$ cat config.mk
export PLATFORM = sky130hd
export DESIGN_NAME = mfi_ctrl
export DESIGN_NICKNAME = d
export VERILOG_FILES = /design/src/verilog/mfi_ctrl.v
export VERILOG_INCLUDE_DIRS = /design/src /design/src/verilog
export SDC_FILE = /design/constraint.sdc
export NUM_CORES = 1
export LEC_CHECK = 0
export ABC_CLOCK_PERIOD_IN_PS = 2300
export BUFFER_PORTS_ARGS = -buffer_cell sky130_fd_sc_hd__buf_2
export CAP_MARGIN = 15
export CELL_PAD_IN_SITES_DETAIL_PLACEMENT = 2
export CELL_PAD_IN_SITES_GLOBAL_PLACEMENT = 2
export CORE_AREA = 2 2 94 69
export DETAILED_ROUTE_END_ITERATION = 6
export DIE_AREA = 0 0 96 71
export GPL_TIMING_DRIVEN = 0
export PLACE_DENSITY_LB_ADDON = 0.1
export SLEW_MARGIN = 10
export SYNTH_ARGS = -nofsm -noshare
export SYNTH_HDL_FRONTEND = slang
export SYNTH_SLANG_ARGS = --single-unit
export TNS_END_PERCENT = 10
$ cat constraint.sdc
create_clock -name clk -period 2.3 [get_ports clk]
set_input_delay 0.115 -clock clk [delete_from_list [all_inputs] [get_ports clk]]
set_output_delay 0.115 -clock clk [all_outputs]
set_load 0.05 [all_outputs]
$ cat src/verilog/mfi_defs.vh
// Constants shared by the multi-function interrupt source logic
`ifndef MFI_DEFS_VH
`define MFI_DEFS_VH

// Number of multi-function groups
`define MFI_NUM_GROUPS 4
// Width of one group index inside the group map
`define MFI_GRP_W 2

// Fixed source slots
`define MFI_SRC_PIN 0
`define MFI_SRC_SERIAL 1
`define MFI_SRC_NV 2
`define MFI_SRC_LV 3
`define MFI_SRC_TMR_BASE 4
`define MFI_NUM_FIXED 4

// Each timer owns three slots: period, A and B match
`define MFI_TMR_SLOTS 3
`define MFI_TMR_P 0
`define MFI_TMR_A 1
`define MFI_TMR_B 2

// Reset values
`define MFI_GIE_RESET 1'b0
`define MFI_FLAG_RESET 1'b0
`define MFI_PIN_IDLE 1'b1

`endif

$ cat src/verilog/mfi_ctrl.v
// Multi-function interrupt request flags, gating, service and wake-up
`timescale 1ns/100ps
`default_nettype none
`include "mfi_defs.vh"


module mfi_ctrl #(
  parameter NUM_TIMERS = 2,
  // One bit per timer, set for an enhanced timer with a B comparator
  parameter [NUM_TIMERS-1:0] ENHANCED_MASK = 2'b10,
  // Group index for each source slot, two bits per slot, slot 0 lowest
  parameter [`MFI_GRP_W*(`MFI_NUM_FIXED+3*NUM_TIMERS)-1:0] GROUP_MAP =
    20'hFEA50
) (
  // Clock, reset and freeze
  input wire clk,
  input wire reset_n,
  input wire clk_en,

  // Pins and peripheral events
  input wire peripheral_irq_pin,
  input wire serial_byte_done,
  input wire nv_write_done,
  input wire supply_monitor_low,
  input wire [NUM_TIMERS-1:0] timer_period_match,
  input wire [NUM_TIMERS-1:0] timer_a_match,
  input wire [NUM_TIMERS-1:0] timer_b_match,

  // Source and group enables
  input wire pin_interrupt_enable,
  input wire serial_interrupt_enable,
  input wire nv_write_interrupt_enable,
  input wire low_voltage_interrupt_enable,
  input wire [NUM_TIMERS-1:0] timer_period_match_enable,
  input wire [NUM_TIMERS-1:0] timer_a_match_enable,
  input wire [NUM_TIMERS-1:0] timer_b_match_enable,
  input wire [`MFI_NUM_GROUPS-1:0] group_interrupt_enable,

  // Software writes to flags and the global enable
  input wire [`MFI_NUM_FIXED+3*NUM_TIMERS-1:0] flag_wr_en,
  input wire [`MFI_NUM_FIXED+3*NUM_TIMERS-1:0] flag_wr_data,
  input wire [`MFI_NUM_GROUPS-1:0] group_flag_wr_en,
  input wire [`MFI_NUM_GROUPS-1:0] group_flag_wr_data,
  input wire gie_wr_en,
  input wire gie_wr_data,

  // Processor side
  input wire stack_full,
  input wire ret_exec,
  input wire return_from_interrupt_exec,

  // Flags and service outputs
  output reg [`MFI_NUM_FIXED+3*NUM_TIMERS-1:0] source_flags,
  output reg [`MFI_NUM_GROUPS-1:0] group_request_flags,
  output reg global_interrupt_enable,
  output reg vector_call,
  output reg [`MFI_GRP_W-1:0] vector_group,
  output reg push_pc,
  output reg pop_pc,
  output reg wake_up
);

  localparam NSRC = `MFI_NUM_FIXED + 3 * NUM_TIMERS;
  localparam NGRP = `MFI_NUM_GROUPS;

  // Group index of a source slot
  function [`MFI_GRP_W-1:0] group_of;
    input integer slot;
    begin
      group_of = GROUP_MAP[slot*`MFI_GRP_W +: `MFI_GRP_W];
    end
  endfunction

  // Slot index of one comparator of one timer
  function integer timer_slot;
    input integer tmr;
    input integer which;
    begin
      timer_slot = `MFI_SRC_TMR_BASE + `MFI_TMR_SLOTS * tmr + which;
    end
  endfunction

  // Two-stage synchronisers for the asynchronous pin and the supply monitor
  // Pin resets to its idle level so that release gives no false edge
  // Monitor resets low, so a supply already low at release still flags
  reg pin_meta;
  reg pin_sync;
  reg pin_last;
  reg lv_meta;
  reg lv_sync;
  reg lv_last;

  always @(posedge clk or negedge reset_n) begin
    if (!reset_n) begin
      pin_meta <= `MFI_PIN_IDLE;
      pin_sync <= `MFI_PIN_IDLE;
      pin_last <= `MFI_PIN_IDLE;
      lv_meta <= 1'b0;
      lv_sync <= 1'b0;
      lv_last <= 1'b0;
    end else if (clk_en) begin
      pin_meta <= peripheral_irq_pin;
      pin_sync <= pin_meta;
      pin_last <= pin_sync;
      lv_meta <= supply_monitor_low;
      lv_sync <= lv_meta;
      lv_last <= lv_sync;
    end
  end

  // Source events, one bit per slot
  reg [NSRC-1:0] set_event;
  integer t;

  always @* begin
    set_event = {NSRC{1'b0}};

    set_event[`MFI_SRC_PIN] = pin_last & ~pin_sync;

    set_event[`MFI_SRC_SERIAL] = serial_byte_done;

    set_event[`MFI_SRC_NV] = nv_write_done;

    // low supply onset
    // An edge, not a level, so software can clear it while still low
    set_event[`MFI_SRC_LV] = lv_sync & ~lv_last;

    for (t = 0; t < NUM_TIMERS; t = t + 1) begin
      set_event[timer_slot(t, `MFI_TMR_P)] = timer_period_match[t];
      set_event[timer_slot(t, `MFI_TMR_A)] = timer_a_match[t];
      // B slot only on enhanced timers
      set_event[timer_slot(t, `MFI_TMR_B)] =
        timer_b_match[t] & ENHANCED_MASK[t];
    end
  end

  // Source enables, one bit per slot
  reg [NSRC-1:0] source_enable;
  integer e;

  always @* begin
    source_enable = {NSRC{1'b0}};
    source_enable[`MFI_SRC_PIN] = pin_interrupt_enable;
    source_enable[`MFI_SRC_SERIAL] = serial_interrupt_enable;
    source_enable[`MFI_SRC_NV] = nv_write_interrupt_enable;
    source_enable[`MFI_SRC_LV] = low_voltage_interrupt_enable;
    for (e = 0; e < NUM_TIMERS; e = e + 1) begin
      source_enable[timer_slot(e, `MFI_TMR_P)] =
        timer_period_match_enable[e];
      source_enable[timer_slot(e, `MFI_TMR_A)] =
        timer_a_match_enable[e];
      // B enable only on enhanced timers
      source_enable[timer_slot(e, `MFI_TMR_B)] =
        timer_b_match_enable[e] & ENHANCED_MASK[e];
    end
  end

  // Slots that really exist; B slots of plain timers stay zero
  reg [NSRC-1:0] slot_exists;
  integer k;

  always @* begin
    slot_exists = {NSRC{1'b1}};
    for (k = 0; k < NUM_TIMERS; k = k + 1) begin
      slot_exists[timer_slot(k, `MFI_TMR_B)] = ENHANCED_MASK[k];
    end
  end

  // Next source flags
  reg [NSRC-1:0] next_source_flags;
  integer s;

  always @* begin
    next_source_flags = source_flags;
    for (s = 0; s < NSRC; s = s + 1) begin
      if (flag_wr_en[s]) begin
        next_source_flags[s] = flag_wr_data[s];
      end
      if (set_event[s]) begin
        next_source_flags[s] = 1'b1;
      end
    end
    // flags held; service never clears a source flag
    next_source_flags = next_source_flags & slot_exists;
  end

  // Group events and the pending condition of each group
  reg [NGRP-1:0] group_set;
  reg [NGRP-1:0] group_has_enabled;
  integer m;

  always @* begin
    group_set = {NGRP{1'b0}};
    group_has_enabled = {NGRP{1'b0}};
    for (m = 0; m < NSRC; m = m + 1) begin
      // member flag rise sets group flag
      if (next_source_flags[m] & ~source_flags[m]) begin
        group_set[group_of(m)] = 1'b1;
      end
      if (source_flags[m] & source_enable[m]) begin
        group_has_enabled[group_of(m)] = 1'b1;
      end
    end
  end

  wire [NGRP-1:0] group_pending = group_request_flags &
    group_interrupt_enable & group_has_enabled;
  wire take_irq = global_interrupt_enable & ~stack_full & (|group_pending);

  // Lowest pending group is taken first
  // Fixed order: a group that keeps refiring can starve the higher ones
  reg [`MFI_GRP_W-1:0] sel_group;
  integer g;

  always @* begin
    sel_group = {`MFI_GRP_W{1'b0}};
    for (g = NGRP - 1; g >= 0; g = g - 1) begin
      if (group_pending[g]) begin
        sel_group = g[`MFI_GRP_W-1:0];
      end
    end
  end

  // Next group flags
  reg [NGRP-1:0] next_group_flags;
  integer n;

  always @* begin
    next_group_flags = group_request_flags;
    for (n = 0; n < NGRP; n = n + 1) begin
      if (group_flag_wr_en[n]) begin
        next_group_flags[n] = group_flag_wr_data[n];
      end
      if (take_irq && (sel_group == n[`MFI_GRP_W-1:0])) begin
        next_group_flags[n] = 1'b0;
      end
      if (group_set[n]) begin
        next_group_flags[n] = 1'b1;
      end
    end
  end

  // Global enable; service entry outranks the returns and software
  reg next_gie;

  always @* begin
    next_gie = global_interrupt_enable;
    if (gie_wr_en) begin
      next_gie = gie_wr_data;
    end
    if (return_from_interrupt_exec) begin
      next_gie = 1'b1;
    end
    // only enable and group flag cleared
    if (take_irq) begin
      next_gie = 1'b0;
    end
  end

  // Wake-up looks at every flag, so enables play no part
  // Registered, so the pulse stands in the cycle the new flag first shows
  wire any_rise = (|(next_source_flags & ~source_flags)) |
    (|(next_group_flags & ~group_request_flags));

  always @(posedge clk or negedge reset_n) begin
    if (!reset_n) begin
      source_flags <= {NSRC{`MFI_FLAG_RESET}};
      group_request_flags <= {NGRP{`MFI_FLAG_RESET}};
      global_interrupt_enable <= `MFI_GIE_RESET;
      vector_call <= 1'b0;
      vector_group <= {`MFI_GRP_W{1'b0}};
      push_pc <= 1'b0;
      pop_pc <= 1'b0;
      wake_up <= 1'b0;
    end else if (clk_en) begin
      source_flags <= next_source_flags;
      group_request_flags <= next_group_flags;
      global_interrupt_enable <= next_gie;
      vector_call <= take_irq;
      if (take_irq) begin
        vector_group <= sel_group;
      end
      // only the program counter is pushed
      push_pc <= take_irq;
      // both returns restore the program counter
      pop_pc <= ret_exec | return_from_interrupt_exec;
      wake_up <= any_rise;
    end
  end

endmodule
`default_nettype wire

### Yosys cells after proc, flatten, opt, wreduce, memory -nomap -nowiden

Cells that the tools add are included.

| storage, ports and cells | value |
|---|---|
| logic and storage cells | 124 |
| bits in registers | 25 |
| input bits | 60 |
| output and inout port bits | 21 |

| cells by class | value |
|---|---|
| reductions and logical operators | 11 |
| bitwise gates (word level) | 42 |
| equality and inequality tests | 3 |
| muxes and demuxes | 55 |

Operator list:

| cell | count |
|---|---|
| $mux W1 | 51 |
| $and A1 B1 Y1 | 22 |
| $and A4 B4 Y4 | 3 |
| $not A1 Y1 | 12 |
| $and A10 B10 Y10 | 1 |
| $not A10 Y10 | 1 |
| $reduce_or A10 Y1 | 1 |
| $mux W2 | 4 |
| $reduce_or A4 Y1 | 2 |
| $eq A2 B2 Y1 const B | 2 |
| $logic_and A1 B1 Y1 | 4 |
| $not A4 Y4 | 1 |
| $reduce_and A2 Y1 | 2 |
| $reduce_bool A3 Y1 | 1 |
| $eq A2 B1 Y1 const B | 1 |
| $logic_not A2 Y1 | 1 |
| $or A1 B1 Y1 | 2 |

### Logic depth before layout (Yosys ltp)

| logic depth | value |
|---|---|
| word-level depth | 16 |
| mapped depth | 6 |
| gate-level depth less buffers | 4 |

### Worst setup path after synthesis

No wires, ideal clock.

| timing path | value |
|---|---|
| kind | register to register |
| start | reg source_flags[4] |
| end | reg group_request_flags[3] |
| required time | 2.162 ns |
| setup time | 0.138 ns |
| clock period less this slack | 1.689 ns |
| arrival time | 1.551 ns |
| stages on the path, launching flop included | 5 |
| buffers on the path | 0 |
| path slack | 0.611 ns |
| cell sequence | dfrtp_1 a22o_1 a222oi_1 a32o_2 o211ai_1 |

| between the ends | value |
|---|---|
| cells in the longest elaborated chain, start to end | 11 |
| elaborated cells between the ends (all ways) | 13 |
| classes of those cells | 1 x eq/ne; 7 x mux; 3 x bitwise; 2 x reduce/logical |

Ends and longest elaborated chain:

| element | line | RTL |
|---|---|---|
| from (decl) | mfi_ctrl.v:53 | `` output reg [`MFI_NUM_FIXED+3*NUM_TIMERS-1:0] source_flags, `` |
| from (signal assigned) | mfi_ctrl.v:267 | `` source_flags <= {NSRC{`MFI_FLAG_RESET}}; `` |
| from (signal assigned) | mfi_ctrl.v:276 | `source_flags <= next_source_flags;` |
| $and A1 B1 Y1 * | mfi_ctrl.v:200 | `if (source_flags[m] & source_enable[m]) begin` |
| $mux W1 * (2 in a row) | mfi_ctrl.v:200 |  |
| $and A4 B4 Y4 * | mfi_ctrl.v:207 | `group_interrupt_enable & group_has_enabled;` |
| $mux W2 (3 in a row) | mfi_ctrl.v:218 | `if (group_pending[g]) begin` |
| $eq A2 B2 Y1 | mfi_ctrl.v:234 | `` if (take_irq && (sel_group == n[`MFI_GRP_W-1:0])) begin `` |
| $logic_and A1 B1 Y1 * | mfi_ctrl.v:234 |  |
| $mux W1 * | mfi_ctrl.v:234 |  |
| $mux W1 * | mfi_ctrl.v:237 | `if (group_set[n]) begin` |
| to (signal assigned) | mfi_ctrl.v:268 | `` group_request_flags <= {NGRP{`MFI_FLAG_RESET}}; `` |
| to (signal assigned) | mfi_ctrl.v:277 | `group_request_flags <= next_group_flags;` |
| to (decl) | mfi_ctrl.v:54 | `` output reg [`MFI_NUM_GROUPS-1:0] group_request_flags, `` |

Mark *: on every way between the ends. The rest lies on a longest branch, timed or not.
A chain may end at the register's enable or synchronous reset.

### Worst setup path after layout

| timing path | value |
|---|---|
| start | reg source_flags[0] |
| end | reg push_pc |

| between the ends | value |
|---|---|
| cells in the longest elaborated chain, start to end | 6 |

Ends and longest elaborated chain:

| element | line | RTL |
|---|---|---|
| $and A1 B1 Y1 | mfi_ctrl.v:200 |  |
| $mux W1 (2 in a row) | mfi_ctrl.v:200 |  |
| $and A4 B4 Y4 | mfi_ctrl.v:207 |  |
| $reduce_or A4 Y1 | mfi_ctrl.v:208 | `wire take_irq = global_interrupt_enable & ~stack_full & (\|group_pending);` |
| $and A1 B1 Y1 | mfi_ctrl.v:208 |  |
| to (signal assigned) | mfi_ctrl.v:284 | `push_pc <= take_irq;` |
| to (decl) | mfi_ctrl.v:58 | `output reg push_pc,` |

Every way passes these cells.

==> results.ini <==
[cells_and_area]
n_antenna_cell = 0
layout_common_cells = 76 x buf_2, 22 x a21oi_1, 22 x dfrtp_1
areaGrowthSynthToFinish_pct = 36.9
final_common_cell = buf_2
layout_cell_share_with_drive_strength_beyond_1_pct = 38.5
filler_cell_count = 719
design.final.nets = 300

[critical_path]
worstSetupEndpointType = flip-flop
crit-reg2reg-launch = source_flags[0]
timing.critical_path.from_type = flip-flop
critical_path.startpoint = source_flags[0]
timing_worst_setup_path_type = reg2reg
critical_path_peak_fanout = 5
cp_data_arrival_time_ns = 1.86
required_ns = 2.47

[pwr]
vdd_ir_drop_max_mv = 0.211
power.leakage_nw = 0.905
pwr_density_cell_nw_per_um2 = 750

[timing]
timing.clock.skew_ns = 0.00147
post-route-min-period_ns = 1.69
setup-tns-final_ns = 0
maxSlewHeadroom_pct = 59.7
setup_repair_after_global_routing_missed_its_margin = false
slew_viol_final = 0
final_hold_viol_count = 0
period_share_pct = 73.3
hold-worst-slack_ns = 0.0710
setup_viol_count_final = 0
timing.fmax_mhz = 593
worst_slew_pin_slew_ns = 0.605

[cts]
cts_tree = yes
cts_setup_buffers = 0
cts_buffer_depth = 2
cts_inserted_buffers = 3
sink_count_of_the_clock_tree = 25
clk_latency_ns = 0.27
clockRootBuffer = clkbuf_8
ctsHtreeMaxLevel = 1
clkTransAtPathRegs_ns = 0.09

[yosys]
yosys_warnings = 0
number_of_flops_mapped_to_enable_cells_by_yosys = 0
syn_avg_cell_area_sq_um = 8.86
synthDistinctLibCells = 33
synth_flop_cell = dfrtp_1
synth_cells = 160
asyncSetResetFlopFracSynth_pct = 100
synth_fp_nets = 220
yosys_register_bits = 25
ys_seq_area_share_pct = 44.4
syn-cell-area_sq_um = 1420

[min_path]
timing.hold.worst.start = supply_monitor_low
holdCritPathClass = in2reg

[die]
die_width_um = 96
die_y_um = 71
ios = 81
core_area_sq_um = 5980
die_area_sq_um = 6820
rows = 24
initial_standard_cell_utilization_of_the_core_pct = 23.7

[detailed_routing]
detail_route.first_pass.iterations = 4
wl_per_cell_um = 15.9
route.antenna.remaining_nets = 0
dr_total_vias = 1531
dr.first_iter.drc_count = 31
wl_um = 5040
remaining_drc_errors = 0
avgViaCountPerCell = 4.83

[placed_design]
gpl.final_weighted_congestion = 0.740
hpwlAfterDp_um = 4100
buffer_ports.inserted = 74

[grt]
grt_first_pass_wirelength_um = 8180
track_usage_pct = 15.7
first_global_vias = 1626
grt_start_max_net_pins = 26
overflow = 0
grt_antenna_before_repair = 0

[status]
result_of_the_run = finished clean

[flow_run]
cap_violations = 0

## power by group
group	internal (mW)	switching [mW]
Clock	0.124	0.149
Combinational	0.187	0.413
Sequential	0.521	0.0599
Total	0.833	0.622
## routing by layer
metal / track usage, % / share of wire (%) / vias up
li1: - / - / 743
met1: 21.6 / 48 / 745
met2: 26.0 / 46 / 41
met3: 3.62 / 6.0 / 2
met4: 1.43 / 0.30 / 0
met5: 0 / 0 / -
## final cells by class
type	instances	area, sq um	share of cell area, %
inverter	10	37.5	1.93
tap	78	97.6	5.03
multi-input combinational	119	718	37.0
buffer	6	32.5	1.68
timing repair buffer	75	380	19.6
sequential	25	629	32.4
clock buffer	4	45.0	2.32
## per-stage QoR
stage	setup WS [ns]	std cells	power (mW)	instance area, sq um	utilization, %
after global routing	0.534	317	1.55	1940	32.5
after CTS	0.593	317	1.48	1940	32.5
after detailed placement	0.614	312	1.20	1890	31.6
after floorplan	0.611	160	0.995	1420	-
final	0.613	317	1.46	1940	32.5
after global placement	0.588	312	1.19	1890	31.6
## synthesized netlist by cell type (all sizes together), types with 3 or more instances
| cell type | instances | area, sq um |
|---|---|---|
| dfrtp | 22 | 551 |
| inv | 9 | 33.8 |
| dfstp | 3 | 78.8 |
| o22ai | 4 | 25.0 |
| nor3 | 3 | 15.0 |
| a22o | 3 | 26.3 |
| nand2 | 14 | 52.6 |
| a31oi | 3 | 18.8 |
| and2 | 5 | 31.3 |
| a21oi | 22 | 110 |
| buf | 4 | 25.0 |
| nor2 | 13 | 48.8 |
| nand2b | 4 | 25.0 |
| nor4b | 8 | 70.1 |
| o21ai | 10 | 50.1 |
| nand3 | 6 | 30.0 |
| o22a | 4 | 35.0 |
| mux2 | 6 | 67.6 |
## repair_timing
item                      in CTS  in global routing
hold endpoints to repair      22                  0
gates resized for setup        0                  0
hold buffers                   1                  0
## critical path, stage by stage, from the launching register on
cell and delay [ns]:
dfrtp_1 0.42, a22o_1 0.33, a222oi_1 0.47, a21oi_1 0.17, a21o_1 0.19
## sequential cells by signal, indices dropped and copies added, names as in the netlist
| signal | flops |
|---|---|
| wake_up | 1 |
| source_flags | 9 |
| vector_group | 2 |
| pop_pc | 1 |
| pin_last | 1 |
| pin_meta | 1 |
| lv_last | 1 |
| global_interrupt_enable | 1 |
| push_pc | 1 |
| lv_meta | 1 |
| group_request_flags | 4 |
| lv_sync | 1 |
| pin_sync | 1 |
## final timing paths
check / endpoint / slack [ns] / cells after the start
max in group asynchronous: vector_group[0] / 1.50 / 2
min in group asynchronous: source_flags[4] / 0.40 / 2
max: push_pc / 0.61 / 4
min reg2reg: vector_group[1] / 0.49 / 1
min: lv_meta / 0.07 / 2
max reg2reg: push_pc / 0.61 / 4
## cell families (layout without fill, tap and decap cells)
family,count (synthesis),count (layout),share of synthesized area (%)
compound gates,54,54,23.9
buf+inv,16,95,4.94
flops,25,25,44.4
mux,7,7,5.47
other cells,1,1,0.265
simple gates,57,57,21.0
No activity file was read; power rests on OpenSTA's default activity.
